[config.mk]
export PLATFORM = sky130hd
export DESIGN_NAME = crl_init_ctrl
export DESIGN_NICKNAME = d
export VERILOG_FILES = /design/src/hw/crl_pkg.sv /design/src/hw/crl_agc_if.sv /design/src/hw/crl_agc_acc.sv /design/src/hw/crl_init_ctrl.sv /design/src/hw/crl_pulse_gen.sv
export VERILOG_INCLUDE_DIRS = /design/src /design/src/hw
export SDC_FILE = /design/constraint.sdc
export NUM_CORES = 1
export LEC_CHECK = 0
export ABC_AREA = 1
export BUFFER_PORTS_ARGS = -buffer_cell sky130_fd_sc_hd__clkbuf_2
export CORE_UTILIZATION = 55
export DETAILED_ROUTE_END_ITERATION = 10
export PLACE_DENSITY_LB_ADDON = 0.05
export SYNTH_ARGS = -nofsm -noshare
export SYNTH_HDL_FRONTEND = slang
export SYNTH_SLANG_ARGS = --single-unit
[constraint.sdc]
create_clock -name clk_sys -period 2.8 [get_ports clk_sys]
set_input_delay 0.84 -clock clk_sys [delete_from_list [all_inputs] [get_ports clk_sys]]
set_output_delay 0.84 -clock clk_sys [all_outputs]
set_load 0.1 [all_outputs]
[src/hw/crl_defs.svh]
`ifndef CRL_DEFS_SVH
`define CRL_DEFS_SVH
// ----------------------------------------
// Register word indices
// ----------------------------------------
`define CRL_ADDR_INIT 8'h19
`define CRL_ADDR_GAIN 8'h1A
`define CRL_ADDR_CTRL 8'h1B
`define CRL_ADDR_ISTAT 8'h1C
`define CRL_ADDR_IMASK 8'h1D
`define CRL_ADDR_PSTAT 8'h1E
`define CRL_ADDR_SSTAT 8'h1F
`define CRL_ADDR_DSTAT 8'h20
// ----------------------------------------
// Field positions and reset values
// ----------------------------------------
`define CRL_CTRL_INHIBIT 15
`define CRL_GAIN_HI 15
`define CRL_GAIN_LO 5
`define CRL_EXP_W 4
`define CRL_MANT_W 7
`define CRL_MANT_LEAD 2'h1
`define CRL_IRQ_INIT 0
`define CRL_IRQ_GAIN 1
`define CRL_IRQ_FULL 2
`define CRL_FIFO_RD_PRESET 3'h7
`define CRL_FIFO_WR_PRESET 3'h0
`define CRL_SER_SHIFT_RELOAD 4'hF
// ----------------------------------------
// Timing counts
// ----------------------------------------
`define CRL_FE_RESET_CYCLES 10
`define CRL_BE_RESET_CYCLES 10
`endif

[src/hw/crl_pkg.sv]
package crl_pkg;
   // Register bus data word
   typedef logic [31:0] crl_word_t;
   // Register bus word index
   typedef logic [7:0] crl_addr_t;
   // Output FIFO control decoder states
   typedef enum logic [1:0] {FD_IDLE, FD_PUSH, FD_POP} crl_fifo_dec_t;
endpackage

[src/hw/crl_agc_if.sv]
`timescale 1ns/10ps
// Link between the control logic and the gain accumulator
interface crl_agc_if #(parameter int ACC_W = 32);
   logic loadStb; // One-cycle gain load strobe
   logic [10:0] loadWord; // Written exponent and mantissa
   logic clear; // Clears the accumulator
   logic update; // Take limiter output this cycle
   logic [ACC_W-1:0] limiter; // Limiter output
   logic [3:0] exponent; // Shift exponent
   logic [8:0] mantissa; // Mantissa with leading 01
   modport ctl (output loadStb, loadWord, clear, update, limiter,
      input exponent, mantissa);
   modport acc (input loadStb, loadWord, clear, update, limiter,
      output exponent, mantissa);
endinterface

[src/hw/crl_agc_acc.sv]
`timescale 1ns/10ps
`include "crl_defs.svh"
// Gain loop filter accumulator with its load multiplexer
module crl_agc_acc
#(
   parameter int ACC_W = 32
)
(
   input logic clk_sys,
   input logic rst_n,
   crl_agc_if.acc agc
);
   import crl_pkg::*;
   if (ACC_W < 16)
   begin : g_chk
      $error("ACC_W too narrow for the gain word");
   end
   typedef struct packed {
      logic [ACC_W-1:0] acc; // Accumulator
      logic [3:0] exponent; // Registered exponent
      logic [8:0] mantissa; // Registered mantissa
   } ag_state_t;
   ag_state_t s, next_s;
   logic [ACC_W-1:0] master; // Written value placed in the MSBs
   assign master = {agc.loadWord, {(ACC_W-11){1'b0}}};
   // ----------------------------------------
   // Next state
   // ----------------------------------------
   always_comb
   begin
      next_s = s;
      if (agc.clear)
         next_s.acc = '0;
      else if (agc.loadStb)
         next_s.acc = master;
      else if (agc.update)
         next_s.acc = agc.limiter;
      // Top bits are the exponent, next seven the mantissa
      next_s.exponent = next_s.acc[ACC_W-1 -: `CRL_EXP_W];
      next_s.mantissa = {`CRL_MANT_LEAD,
         next_s.acc[ACC_W-1-`CRL_EXP_W -: `CRL_MANT_W]};
   end
   // State register
   always_ff @(posedge clk_sys or negedge rst_n)
   begin
      if (!rst_n)
         s <= '0;
      else
         s <= next_s;
   end
   assign agc.exponent = s.exponent;
   assign agc.mantissa = s.mantissa;
endmodule

[src/hw/crl_init_ctrl.sv]
`timescale 1ns/10ps
`include "crl_defs.svh"
module crl_init_ctrl
#(
   parameter int DISC_W = 5,
   parameter int CORDIC_ITER = 16,
   parameter int FIFO_DEPTH = 8,
   parameter logic [15:0] SNAP_INTERVAL = 16'h0100,
   parameter logic [7:0] SER_WORDS = 8'h02,
   parameter logic [7:0] SER_SYNC = 8'h01,
   parameter logic [7:0] SER_DIV = 8'h03,
   parameter int ACC_W = 32
)
(
   input logic clk_sys,
   input logic rst_n,
   input crl_pkg::crl_addr_t regAddr,
   input crl_pkg::crl_word_t regWdata,
   input logic regWr,
   input logic regRd,
   output crl_pkg::crl_word_t regRdata,
   input logic discSample,
   input logic discCompute,
   input logic cordicStart,
   input logic fifoPush,
   input logic fifoPop,
   input logic snapTick,
   input logic snapRead,
   input logic serTick,
   input logic agcUpdate,
   input logic [ACC_W-1:0] agcLimiter,
   output logic feInit,
   output logic beInit,
   output logic fifoReadStrobe,
   output logic dataReadyInterrupt,
   output logic fifoEmpty,
   output logic fifoFull,
   output logic [DISC_W-1:0] discCoefAddr,
   output logic cordicBusy,
   output logic [3:0] agcExponent,
   output logic [8:0] agcMantissa,
   output logic irq
);
   import crl_pkg::*;
   // Iteration counter width, counts 0 to CORDIC_ITER-1
   localparam int CIW = $clog2(CORDIC_ITER);
   // ----------------------------------------
   // Parameter checks
   // ----------------------------------------
   if (FIFO_DEPTH != 8 || DISC_W < 1 || DISC_W > 8 || CORDIC_ITER < 2
      || CORDIC_ITER > 256)
   begin : g_chk
      $error("Unsupported parameter values");
   end
   // ----------------------------------------
   // State
   // ----------------------------------------
   typedef struct packed {
      logic [DISC_W-1:0] discWr; // Sample write pointer
      logic [DISC_W-1:0] discRd; // Sample read pointer
      logic [DISC_W-1:0] discCoef; // Coefficient read address
      logic [CIW-1:0] cordicIter; // Iteration counter
      logic cordicBusy; // Computation in progress
      crl_fifo_dec_t fifoDec; // FIFO control decoder
      logic [2:0] fifoWr; // FIFO write address
      logic [2:0] fifoRd; // FIFO read address
      logic [3:0] fifoDepth; // Words held
      logic fifoEmpty; // Empty indication
      logic fifoFull; // Full indication
      logic fifoRdStb; // Read strobe pulse
      logic dataReady; // Data ready interrupt
      logic [3:0] snapGroup; // Snapshot group number
      logic [15:0] snapIntv; // Snapshot interval counter
      logic [2:0] snapWr; // Snapshot write address
      logic [2:0] snapRd; // Snapshot read address
      logic [3:0] serShift; // Bit shift counter
      logic [7:0] serWords; // Word count counter
      logic [7:0] serSync; // Early/late sync counter
      logic [7:0] serDiv; // Serial clock divider
      logic agcInhibit; // Keeps accumulator on init
      logic [2:0] irqStat; // Sticky event bits
      logic [2:0] irqMask; // Event enables
      logic irq; // Interrupt output
      crl_word_t rdData; // Read data
      logic initReq; // Init trigger pulse
      logic gainStb; // Gain load strobe
      logic [15:0] gainWord; // Written gain word
      logic beWas; // Back-end pulse last cycle
   } ic_state_t;
   ic_state_t s, next_s;
   // Event strobes for the sticky status bits
   logic fullEvt; // FIFO became full
   logic initDone; // Back-end pulse ended
   logic [2:0] irqClr; // Write-one-to-clear bits
   // Carries load, clear and limiter to the accumulator
   crl_agc_if #(.ACC_W(ACC_W)) agcLink();
   // ----------------------------------------
   // Reset pulses
   // ----------------------------------------
   // Both widths count clk_sys cycles; a new write restarts them
   crl_pulse_gen #(.LEN(`CRL_FE_RESET_CYCLES)) u_fe_pulse
   (
      .clk_sys(clk_sys),
      .rst_n(rst_n),
      .trigger(s.initReq),
      .active(feInit)
   );
   // Back-end pulse holds every stage at its start values, the gain accumulator only while inhibit is off
   crl_pulse_gen #(.LEN(`CRL_BE_RESET_CYCLES)) u_be_pulse
   (
      .clk_sys(clk_sys),
      .rst_n(rst_n),
      .trigger(s.initReq),
      .active(beInit)
   );
   // ----------------------------------------
   // Gain accumulator
   // ----------------------------------------
   assign agcLink.loadStb = s.gainStb;
   assign agcLink.loadWord = s.gainWord[`CRL_GAIN_HI:`CRL_GAIN_LO];
   // Clear wins over a load while the back-end pulse runs and inhibit is off
   assign agcLink.clear = beInit & ~s.agcInhibit;
   assign agcLink.update = agcUpdate;
   assign agcLink.limiter = agcLimiter;
   crl_agc_acc #(.ACC_W(ACC_W)) u_agc
   (
      .clk_sys(clk_sys),
      .rst_n(rst_n),
      .agc(agcLink.acc)
   );
   // Exponent and mantissa already leave a flip-flop
   assign agcExponent = agcLink.exponent;
   assign agcMantissa = agcLink.mantissa;
   // ----------------------------------------
   // Next state
   // ----------------------------------------
   always_comb
   begin
      next_s = s;
      // Strobes last one cycle unless set again below
      next_s.initReq = 1'b0;
      next_s.gainStb = 1'b0;
      next_s.fifoRdStb = 1'b0;
      next_s.rdData = '0;
      next_s.beWas = beInit;
      fullEvt = 1'b0;
      // Falling edge of the back-end pulse marks init done
      initDone = s.beWas & ~beInit;
      irqClr = '0;
      // Register writes
      if (regWr)
      begin
         case (regAddr)
            `CRL_ADDR_INIT: next_s.initReq = 1'b1;
            `CRL_ADDR_GAIN:
            begin
               next_s.gainStb = 1'b1;
               next_s.gainWord = regWdata[15:0];
            end
            // Control bit 15 keeps the accumulator through an init
            `CRL_ADDR_CTRL: next_s.agcInhibit = regWdata[`CRL_CTRL_INHIBIT];
            `CRL_ADDR_ISTAT: irqClr = regWdata[2:0];
            `CRL_ADDR_IMASK: next_s.irqMask = regWdata[2:0];
            default: ; // Unmapped writes are dropped
         endcase
      end
      // Back-end stages held at their start values
      if (beInit)
      begin
         next_s.discWr = '0;
         next_s.discRd = '0;
         next_s.discCoef = '0;
         next_s.cordicIter = '0;
         next_s.cordicBusy = 1'b0;
         next_s.fifoDec = FD_IDLE;
         next_s.fifoWr = `CRL_FIFO_WR_PRESET;
         next_s.fifoRd = `CRL_FIFO_RD_PRESET;
         next_s.dataReady = 1'b0;
         next_s.fifoDepth = '0;
         next_s.fifoFull = 1'b0;
         next_s.fifoEmpty = 1'b1;
         next_s.snapGroup = '0;
         next_s.snapIntv = SNAP_INTERVAL;
         next_s.snapWr = '0;
         next_s.snapRd = '0;
         next_s.serShift = `CRL_SER_SHIFT_RELOAD;
         next_s.serWords = SER_WORDS;
         next_s.serSync = SER_SYNC;
         next_s.serDiv = SER_DIV;
      end
      else
      begin
         // Discriminator pointers
         if (discSample)
            next_s.discWr = s.discWr + 1'b1;
         if (discCompute)
         begin
            next_s.discRd = s.discRd + 1'b1;
            next_s.discCoef = s.discCoef + 1'b1;
         end
         // Coordinate converter iterations
         if (s.cordicBusy)
         begin
            if (s.cordicIter == CIW'(CORDIC_ITER - 1))
               next_s.cordicBusy = 1'b0;
            else
               next_s.cordicIter = s.cordicIter + 1'b1;
         end
         // A start while busy is ignored
         else if (cordicStart)
         begin
            next_s.cordicBusy = 1'b1;
            next_s.cordicIter = '0;
         end
         // FIFO control, push before pop, full push and empty pop ignored
         next_s.fifoDec = FD_IDLE;
         if (fifoPush && !s.fifoFull)
         begin
            next_s.fifoDec = FD_PUSH;
            next_s.fifoWr = s.fifoWr + 1'b1;
            next_s.fifoDepth = s.fifoDepth + 1'b1;
            next_s.dataReady = 1'b1;
         end
         else if (fifoPop && !s.fifoEmpty)
         begin
            next_s.fifoDec = FD_POP;
            next_s.fifoRd = s.fifoRd + 1'b1;
            next_s.fifoDepth = s.fifoDepth - 1'b1;
            next_s.fifoRdStb = 1'b1;
            // Last word leaving drops the data ready level
            if (s.fifoDepth == 4'h1)
               next_s.dataReady = 1'b0;
         end
         next_s.fifoEmpty = (next_s.fifoDepth == '0);
         next_s.fifoFull = (next_s.fifoDepth == 4'(FIFO_DEPTH));
         // Rising edge of full feeds status bit 2
         fullEvt = next_s.fifoFull & ~s.fifoFull;
         // Snapshot interval and addresses
         if (snapTick)
         begin
            if (s.snapIntv == '0)
            begin
               next_s.snapIntv = SNAP_INTERVAL;
               next_s.snapGroup = s.snapGroup + 1'b1;
               next_s.snapWr = s.snapWr + 1'b1;
            end
            else
               next_s.snapIntv = s.snapIntv - 1'b1;
         end
         // Read address never passes the write address
         if (snapRead && s.snapRd != s.snapWr)
            next_s.snapRd = s.snapRd + 1'b1;
         // Serial output counters
         if (serTick)
         begin
            if (s.serDiv == '0)
            begin
               next_s.serDiv = SER_DIV;
               if (s.serSync != '0)
                  next_s.serSync = s.serSync - 1'b1;
               if (s.serShift == '0)
               begin
                  next_s.serShift = `CRL_SER_SHIFT_RELOAD;
                  // Word count wraps back to its reload value
                  next_s.serWords = (s.serWords == '0) ? SER_WORDS
                     : s.serWords - 1'b1;
               end
               else
                  next_s.serShift = s.serShift - 1'b1;
            end
            else
               next_s.serDiv = s.serDiv - 1'b1;
         end
      end
      // Status bits: 0 init done, 1 gain loaded, 2 FIFO full
      // Sticky events, a new event wins over its clear
      next_s.irqStat = (s.irqStat & ~irqClr) | {fullEvt, s.gainStb, initDone};
      next_s.irq = |(next_s.irqStat & next_s.irqMask);
      // Register reads, answered in the next cycle
      if (regRd)
      begin
         case (regAddr)
            `CRL_ADDR_CTRL: next_s.rdData[`CRL_CTRL_INHIBIT] = s.agcInhibit;
            `CRL_ADDR_ISTAT: next_s.rdData[2:0] = s.irqStat;
            `CRL_ADDR_IMASK: next_s.rdData[2:0] = s.irqMask;
            // Bits 27:26 show the FIFO decoder state
            `CRL_ADDR_PSTAT: next_s.rdData = {4'h0, s.fifoDec, feInit, beInit,
               s.snapRd, s.snapWr, s.snapGroup, s.cordicBusy,
               s.dataReady, s.fifoFull, s.fifoEmpty, s.fifoDepth,
               s.fifoRd, s.fifoWr};
            `CRL_ADDR_SSTAT: next_s.rdData = {4'h0, s.serDiv, s.serSync,
               s.serWords, s.serShift};
            `CRL_ADDR_DSTAT: next_s.rdData = {8'(s.cordicIter),
               8'(s.discCoef), 8'(s.discRd), 8'(s.discWr)};
            default: next_s.rdData = '0; // Write-only and unmapped read zero
         endcase
      end
   end
   // ----------------------------------------
   // State register
   // ----------------------------------------
   always_ff @(posedge clk_sys or negedge rst_n)
   begin
      if (!rst_n)
      begin
         s <= '0;
         // Counters that reload start at their reload values
         s.fifoRd <= `CRL_FIFO_RD_PRESET;
         s.fifoEmpty <= 1'b1;
         s.snapIntv <= SNAP_INTERVAL;
         s.serShift <= `CRL_SER_SHIFT_RELOAD;
         s.serWords <= SER_WORDS;
         s.serSync <= SER_SYNC;
         s.serDiv <= SER_DIV;
      end
      else
         s <= next_s;
   end
   // Outputs straight from the state register
   assign regRdata = s.rdData;
   assign fifoReadStrobe = s.fifoRdStb;
   assign dataReadyInterrupt = s.dataReady;
   assign fifoEmpty = s.fifoEmpty;
   assign fifoFull = s.fifoFull;
   assign discCoefAddr = s.discCoef;
   assign cordicBusy = s.cordicBusy;
   // Level interrupt follows the masked sticky bits
   assign irq = s.irq;
endmodule

[src/hw/crl_pulse_gen.sv]
`timescale 1ns/10ps
// Stretches a one-cycle trigger into a pulse LEN cycles wide
module crl_pulse_gen
#(
   parameter int LEN = 10
)
(
   input logic clk_sys,
   input logic rst_n,
   input logic trigger,
   output logic active
);
   import crl_pkg::*;
   localparam int CW = $clog2(LEN + 1);
   if (LEN < 1)
   begin : g_chk
      $error("LEN must be at least one");
   end
   typedef struct packed {
      logic [CW-1:0] cnt; // Cycles left in the pulse
      logic active; // Pulse output
   } pg_state_t;
   pg_state_t s, next_s;
   // ----------------------------------------
   // Next state
   // ----------------------------------------
   always_comb
   begin
      next_s = s;
      if (trigger)
         next_s.cnt = CW'(LEN); // A new trigger restarts the width
      else if (s.cnt != '0)
         next_s.cnt = s.cnt - 1'b1;
      next_s.active = (next_s.cnt != '0);
   end
   // State register
   always_ff @(posedge clk_sys or negedge rst_n)
   begin
      if (!rst_n)
         s <= '0;
      else
         s <= next_s;
   end
   assign active = s.active;
endmodule

==> impl_results.rst, run 1 <==
.. list-table::
   :header-rows: 1

   * - Metric
     - Value
   * - Yosys top cell area share
     - 0.443
   * - TritonCTS clock tree
     - yes
   * - Last weighted congestion value of the routability-driven placer
     - about 0.84
   * - GR Util All Layers
     - 0.254
   * - CP top delay family
     - flip-flops
   * - Clock sinks
     - approximately 160
   * - Summed negative setup slack over all endpoints
     - 0 ns
   * - Drt first pass iters
     - 9
   * - Kind of launch point of the worst setup path
     - flip-flop
   * - Share of flip-flops with an asynchronous set or reset after synthesis
     - 1.00
   * - TritonCTS buffer count
     - 17
   * - Floorplan die area
     - ~16000 sq um
   * - Global-route wire length before repair
     - just over 30000 microns
   * - Max Cap Viol
     - 0
   * - Effective utilization at floorplan
     - 0.569
   * - Actual slew at the worst max-slew pin
     - 0.979 ns
   * - Top post-synthesis cells by area
     - sky130_fd_sc_hd__dfrtp_1 44%, sky130_fd_sc_hd__nand2_1 7.5%, sky130_fd_sc_hd__inv_1 4.4%
   * - Antenna violations before repair
     - 0
   * - Crit end category
     - output pin
   * - Cell area after synthesis
     - about 8400 sq um
   * - Biggest cell delay along the critical path
     - 0.56 ns
   * - Dpl hpwl
     - around 13000 microns
   * - Area growth syn-to-layout
     - 12.9%
   * - Critical path buffer and inverter count
     - 1
   * - IO buf count
     - 98
   * - Row Count
     - 44
   * - Data required time at the worst endpoint
     - 1.96 ns
   * - Final #Nets
     - around 1100
   * - Final-report max-slew violation count
     - 0
   * - Leakage dissipation
     - 0.00454 uW
   * - Clk_skew
     - approximately 0.0078 ns
   * - Start-to-end type of the worst setup path
     - reg2out
   * - Adder-cell share of the synthesized area
     - 0.0314
   * - Number of distinct library cell variants in the gate-level netlist after synthesis
     - 45
   * - Worst supply voltage drop on vdd
     - around 0.71 mV
   * - Clock latency on the worst-skew pair
     - 0.43 ns
   * - Worst-path clk slew
     - around 0.060 ns
   * - Primary flip-flop cell chosen by synthesis mapping
     - sky130_fd_sc_hd__dfrtp_1
   * - Final Hold Viols
     - 0
   * - Crit-path cells
     - clkbuf_2
   * - Core outline area
     - between 10000 and 15000 sq um
   * - Synthesized instance count
     - about 970
   * - CTS H-tree depth
     - 4
   * - Root Buffer
     - sky130_fd_sc_hd__clkbuf_16
   * - Vias
     - between 6000 and 7000
   * - Maximum number of pins on one net before global-route repair
     - 49
   * - Worst-case setup margin in the final layout
     - 0.516 ns
   * - Peak Freq
     - approximately 0.44 GHz
   * - Number of synthesized register bits
     - 161
   * - Number of resized instances in the post-cts repair step
     - 0
   * - Fin crit share
     - 0.816
   * - Routed WL per cell
     - approximately 15 microns
   * - Vias in the first global route
     - between 6000 and 7000
   * - Number of antenna diodes
     - 0
   * - Maximum root-to-sink buffer count
     - 2
   * - Total gr overflow
     - 0
   * - Average vias per placed instance
     - 5.34
   * - Antenna-violating nets left
     - 0
   * - Result of the run
     - finished with violations
   * - Cell at the slowest stage of the critical path
     - sky130_fd_sc_hd__dfstp_2
   * - Final-report setup violation count
     - 0
   * - Proportion of synthesized area in mux cells
     - 0
   * - Worst max-slew margin expressed relative to the limit
     - 0.345
   * - Mean Syn Cell Area
     - approximately 8.7 sq um
   * - Compound-gate portion of the synthesized area
     - 0.113
   * - Number of filler cells placed in the layout
     - between 1000 and 1500
   * - Drt first-iter violations
     - 443
   * - Worst EP arrival
     - approximately 1.4 ns
   * - Path type of the worst min-delay path
     - in2async
   * - Post-CTS Repair Setup Buffers
     - 0
   * - Sequential fraction of the synthesis area
     - 0.483
   * - Share of the synthesized netlist area taken by xor and xnor gates
     - 0.0293
   * - Residual DRC
     - 9
   * - Dominant cell type by area after synthesis
     - sky130_fd_sc_hd__dfrtp_1
   * - Hold buffers post-CTS
     - 0
   * - Yosys warning total
     - 0
   * - Number of ports placed on the die boundary
     - 143
   * - Post-Route WL
     - roughly 19000 microns
   * - Horizontal die dimension
     - about 130 microns
   * - Cell area power density
     - roughly 750 nW/um^2
   * - Library cell with the highest instance count after synthesis
     - sky130_fd_sc_hd__nand2_1
   * - Top cell types by occurrence after synthesis
     - 168 x sky130_fd_sc_hd__nand2_1, 148 x sky130_fd_sc_hd__dfrtp_1, 98 x sky130_fd_sc_hd__inv_1, 72 x sky130_fd_sc_hd__nor2_1, 61 x sky130_fd_sc_hd__nand3_1
   * - Dominant combinational cell family by area after synthesis
     - simple AND/OR/NAND/NOR gates
   * - Crit path time final
     - about 2.3 ns
   * - Violated checks
     - DRC
   * - Post-Place Setup Slack
     - between 0.4 and 0.5 ns
   * - Number of enable-type register cells in the synthesized netlist
     - 0
   * - Area share of and/or/nand/nor cells after synthesis
     - 0.236
   * - Die height
     - 125 microns
   * - Largest fanout on the critical path
     - 3
   * - Setup repair after global routing missed its margin
     - false
   * - Fraction of final layout cells sized beyond drive strength 1
     - 0.223
through the flow:
| stage | std cells | total power, uW | cell area [sq um] | hold slack, ns | utilization |
|---|---|---|---|---|---|
| global route | 1231 | 7480 | 9450 | 0.368 | 0.643 |
| global placement | 1199 | 4510 | 8790 | 0.458 | 0.598 |
| floorplan | 970 | 4150 | 8380 | 0.433 | - |
| CTS | 1231 | 7150 | 9450 | 0.355 | 0.643 |
| detailed placement | 1199 | 4540 | 8790 | 0.467 | 0.598 |
| finish | 1231 | 7090 | 9450 | 0.332 | 0.643 |
logic make-up after synthesis:
logic type,count (synthesis)
adder cells (fa/ha/maj),21
flip-flops,161
AND/OR/NAND/NOR,407
AO/OA/AOI/OAI,169
other,2
XOR/XNOR,28
buffers and inverters,178
power by group:
part	internal, uW	leakage, uW	switching [uW]	total (uW)
Sequential	2570	0.00215	181	2750
Combinational	548	0.00208	1210	1760
Clock	1630	0.000317	951	2590
worst paths after layout:
check / startpoint / to / slack (ns) / cells after the start
setup / recovery: fifoEmpty$_DFF_PN1_ / fifoEmpty / 0.52 / 1
hold reg to reg: agcLink.loadWord[7]$_DFFE_PN0P_ / agcLink.loadWord[7]$_DFFE_PN0P_ / 0.48 / 2
hold / removal: rst_n / s[73]$_DFFE_PN0P_ / 0.33 / 1
min in group clk_sys: agcLink.loadWord[7]$_DFFE_PN0P_ / agcLink.loadWord[7]$_DFFE_PN0P_ / 0.48 / 2
setup reg to reg: u_be_pulse.active$_DFF_PN0_ / u_agc.agc.mantissa[4]$_DFFE_PN0P_ / 0.57 / 5
max in group asynchronous: rst_n / s[101]$_DFFE_PN1P_ / 1.75 / 2
flip-flops by register name, summed over array words and instances (netlist names):
signal              count
irq                     1
u_agc.agc.exponent      3
u_fe_pulse.active       1
u_agc.s                 1
u_agc.agc.mantissa      8
s                      89
u_be_pulse.active       1
fifoFull                1
dataReadyInterrupt      1
discCoefAddr            5
u_fe_pulse.s            4
agcLink.loadWord       11
fifoEmpty               1
agcLink.loadStb         1
u_be_pulse.s            4
cordicBusy              1
regRdata               28
layout make-up:
| class | instances | area [sq um] | share of cell area |
|---|---|---|---|
| clock buffer | 20 | 457 | 0.0483 |
| clock inverter | 12 | 205 | 0.0217 |
| inverter | 113 | 429 | 0.0454 |
| multi-input combinational | 631 | 3450 | 0.366 |
| sequential | 161 | 4050 | 0.428 |
| tap | 184 | 230 | 0.0244 |
| timing repair buffer | 110 | 627 | 0.0663 |
placed cells by master (no fill, tap or decap), drive strengths merged, types with 8 or more instances in the layout:
| master | Yosys | routed |
|---|---|---|
| nor2 | 101 | 101 |
| dfrtp | 148 | 148 |
| inv | 112 | 113 |
| nand3 | 65 | 65 |
| xor2 | 20 | 20 |
| dfstp | 13 | 13 |
| nand2 | 178 | 178 |
| nor3 | 32 | 32 |
| o22ai | 22 | 22 |
| o21ai | 71 | 71 |
| nand4 | 17 | 17 |
| clkbuf | 7 | 116 |
| ha | 21 | 21 |
| a22oi | 11 | 11 |
| xnor2 | 8 | 8 |
| a21oi | 58 | 58 |
| buf | 58 | 14 |
per-layer routing:
layer | vias to the layer above | part of all wire | GRT usage
met5 | - | 0 | 0
met4 | 0 | 0.013 | 0.0710
met3 | 20 | 0.041 | 0.0586
met2 | 158 | 0.47 | 0.407
met1 | 3125 | 0.48 | 0.345
li1 | 3273 | - | -
No activity file was read; power rests on OpenSTA's default activity.
==> run 2, diff against run 1 <==
- clock period: 2.8 -> 2.2 ns (I/O delays scaled with it)
==> run 2 against run 1 <==
Net effect: the run still ends with DRC left; worst hold slack got worse by 0.18 ns; first-iteration DRC count rose by 2.0%; routed wire length fell by 0.31%; design area fell by 0.21%; flip-flop and latch count did not move; clock-buffer cell count did not move; total power rose by 23%; critical path depth did not move; sequential power rose by 27%; clock power rose by 14%; die area did not move; worst setup slack got worse by 0.41 ns.
==> impl_results.rst, run 2 (synthesis gave the netlist of run 1 again) <==
.. list-table::
   :header-rows: 1

   * - Metric
     - Value
   * - Met3 Routed Length
     - 804 microns (was 756 microns)
   * - TritonCTS buffer count
     - 17 (unchanged)
   * - Fraction of final layout cells sized beyond drive strength 1
     - 0.226 (was 0.223)
   * - Floorplan die area
     - 15700 sq um (unchanged)
   * - Number of ports placed on the die boundary
     - 143 (unchanged)
   * - Last weighted congestion value of the routability-driven placer
     - 0.840 (was 0.844)
   * - Total gr overflow
     - 0 (unchanged)
   * - Final-report setup violation count
     - 0 (unchanged)
   * - Clk_skew
     - 0.00862 ns (was 0.00775 ns)
   * - Cell at the slowest stage of the critical path
     - sky130_fd_sc_hd__dfstp_2 (unchanged)
   * - Kind of launch point of the worst setup path
     - flip-flop (unchanged)
   * - Cell count after placement
     - 1204 (was 1199)
   * - Crit-path cells
     - clkbuf_2 (unchanged)
   * - CTS H-tree depth
     - 4 (unchanged)
   * - Area growth syn-to-layout
     - 12.7% (was 12.9%)
   * - Antenna-violating nets left
     - 0 (unchanged)
   * - Start-to-end type of the worst setup path
     - reg2out (unchanged)
   * - Leading cell types in the layout, fill and taps excluded
     - 168 x sky130_fd_sc_hd__nand2_1, 148 x sky130_fd_sc_hd__dfrtp_1, 98 x sky130_fd_sc_hd__inv_1 (unchanged)
   * - Met1 WL
     - 8900 microns (was 8810 microns)
   * - Worst supply voltage drop on vdd
     - 0.998 mV (was 0.706 mV)
   * - Vias in the first global route
     - 6377 (was 6323)
   * - Crit end category
     - output pin (unchanged)
   * - Die height
     - 125 microns (unchanged)
   * - Cell area power density
     - 923 nW/um^2 (was 751 nW/um^2)
   * - Most common cell after layout, fill and taps aside
     - sky130_fd_sc_hd__nand2_1 (unchanged)
   * - Core outline area
     - 14700 sq um (unchanged)
   * - Number of resized instances in the post-cts repair step
     - 0 (unchanged)
   * - Horizontal die dimension
     - 125 microns (unchanged)
   * - Worst EP arrival
     - 1.43 ns (was 1.44 ns)
   * - Number of cells traversed by the worst register-to-register path
     - 10 (was 5)
   * - Max Cap Viol
     - 0 (unchanged)
   * - Final Hold Viols
     - 0 (unchanged)
   * - Number of antenna diodes
     - 0 (unchanged)
   * - TritonCTS clock tree
     - yes (unchanged)
   * - Actual slew at the worst max-slew pin
     - 1.00 ns (was 0.979 ns)
   * - Maximum number of pins on one net before global-route repair
     - 43 (was 49)
   * - GR Util All Layers
     - 0.254 (about the same)
   * - Drt first pass iters
     - 8 (was 9)
   * - Average vias per placed instance
     - 5.33 (was 5.34)
   * - Crit path time final
     - around 2.1 ns
   * - Uppermost metal layer occupied by signal nets
     - met4 (unchanged)
   * - Effective utilization at floorplan
     - 0.569 (unchanged)
   * - Peak Freq
     - 0.478 GHz
   * - IO buf count
     - 98 (unchanged)
   * - Violated checks
     - DRC (unchanged)
   * - Final #Nets
     - 1145 (was 1140)
   * - Power after layout
     - 8700 uW (was 7090 uW)
   * - Worst max-slew margin expressed relative to the limit
     - 0.331 (was 0.345)
   * - Max reg flops
     - 89 (unchanged)
   * - Row Count
     - 44 (unchanged)
   * - Clock sinks
     - 161 (unchanged)
   * - Final cell count without fillers
     - 1236 (was 1231)
   * - Global-route wire length before repair
     - 31200 microns (was 31100 microns)
   * - Largest fanout on the critical path
     - 3 (unchanged)
   * - Routed WL per cell
     - 15.0 microns (was 15.1 microns)
   * - Clock latency on the worst-skew pair
     - 0.42 ns (was 0.43 ns)
   * - Setup repair after global routing missed its margin
     - false (unchanged)
   * - Post-CTS Repair Setup Buffers
     - 0 (unchanged)
   * - Final-report max-slew violation count
     - 0 (unchanged)
   * - Reg with most FFs
     - s (unchanged)
   * - Critical path buffer and inverter count
     - 1 (unchanged)
   * - Fin crit share
     - 0.952
   * - Root Buffer
     - sky130_fd_sc_hd__clkbuf_16 (unchanged)
   * - Vias
     - 6593 (was 6576)
   * - Setup slack, reg-to-reg
     - 0.36 ns (was 0.57 ns)
   * - Path type of the worst min-delay path
     - in2async (unchanged)
   * - Final hold slack
     - 0.154 ns (was 0.332 ns)
   * - CP top delay family
     - flip-flops (unchanged)
   * - Dpl hpwl
     - 13300 microns (about the same)
   * - Residual DRC
     - 8 (was 9)
   * - Worst-path clk slew
     - 0.06 ns (about the same)
   * - Leakage dissipation
     - 0.00455 uW (was 0.00454 uW)
   * - Antenna violations before repair
     - 0 (unchanged)
   * - Drt first-iter violations
     - 452 (was 443)
   * - Biggest cell delay along the critical path
     - 0.56 ns (about the same)
   * - Hold buffers post-CTS
     - 0 (unchanged)
   * - Detailed route wirelength on metal2
     - 8310 microns (was 8730 microns)
   * - Maximum root-to-sink buffer count
     - 2 (unchanged)
   * - Result of the run
     - finished with violations (unchanged)
   * - End of the worst register-to-register path
     - s[109]$_DFFE_PN0P_ (was u_agc.agc.mantissa[4]$_DFFE_PN0P_)
   * - Summed negative setup slack over all endpoints
     - 0 ns (unchanged)
   * - Data required time at the worst endpoint
     - 1.54 ns (was 1.96 ns)
   * - Source of the worst register-to-register timing path
     - s[93]$_DFFE_PN0P_ (was u_be_pulse.active$_DFF_PN0_)
   * - Post-Route WL
     - 18500 microns (about the same)
run 2: how the worst max path moves through the flow:
stage,from,slack [ns],to,cells after the start
floorplan,u_be_pulse.active$_DFF_PN0_,0.20,s[66]$_DFFE_PN0P_,8
global placement,regAddr[1],0.06,regRdata[13]$_DFF_PN0_,8
detailed placement,regAddr[1],0.007,regRdata[5]$_DFF_PN0_,8
CTS,fifoEmpty$_DFF_PN1_,0.09,fifoEmpty,1
global route,fifoEmpty$_DFF_PN1_,0.06,fifoEmpty,1
finish,fifoEmpty$_DFF_PN1_,0.11,fifoEmpty,1
run 2: layout make-up:
type                            count  area [sq um]
Tap cell                          184           230
Sequential cell                   161          4050
Timing Repair Buffer              115           677
Clock buffer                       20           457
Inverter                          113           429
Clock inverter                     12           135
Multi-Input combinational cell    631          3450
Fill cell                        1314          5270
run 2: per-layer routing:
metal,vias to the layer above,global-route usage
li1,3285,-
met1,3096,0.360
met2,181,0.388
met3,31,0.0505
met4,0,0.0918
met5,-,0
run 2: through the flow:
step                      setup slack [ns]  instance area [sq um]   util
after floorplan                      0.197                   8380      -
after global placement              0.0584                   8840  0.601
after detailed placement           0.00745                   8840  0.601
after CTS                           0.0860                   9430  0.641
after global routing                0.0637                   9430  0.641
final                                0.106                   9430  0.641
run 2: report_power, final:
part           internal [uW]  total, uW  switching (uW)
clock network           1740       2940            1200
registers               3270       3490             215
logic                    721       2280            1560
total                   5730       8700            2970
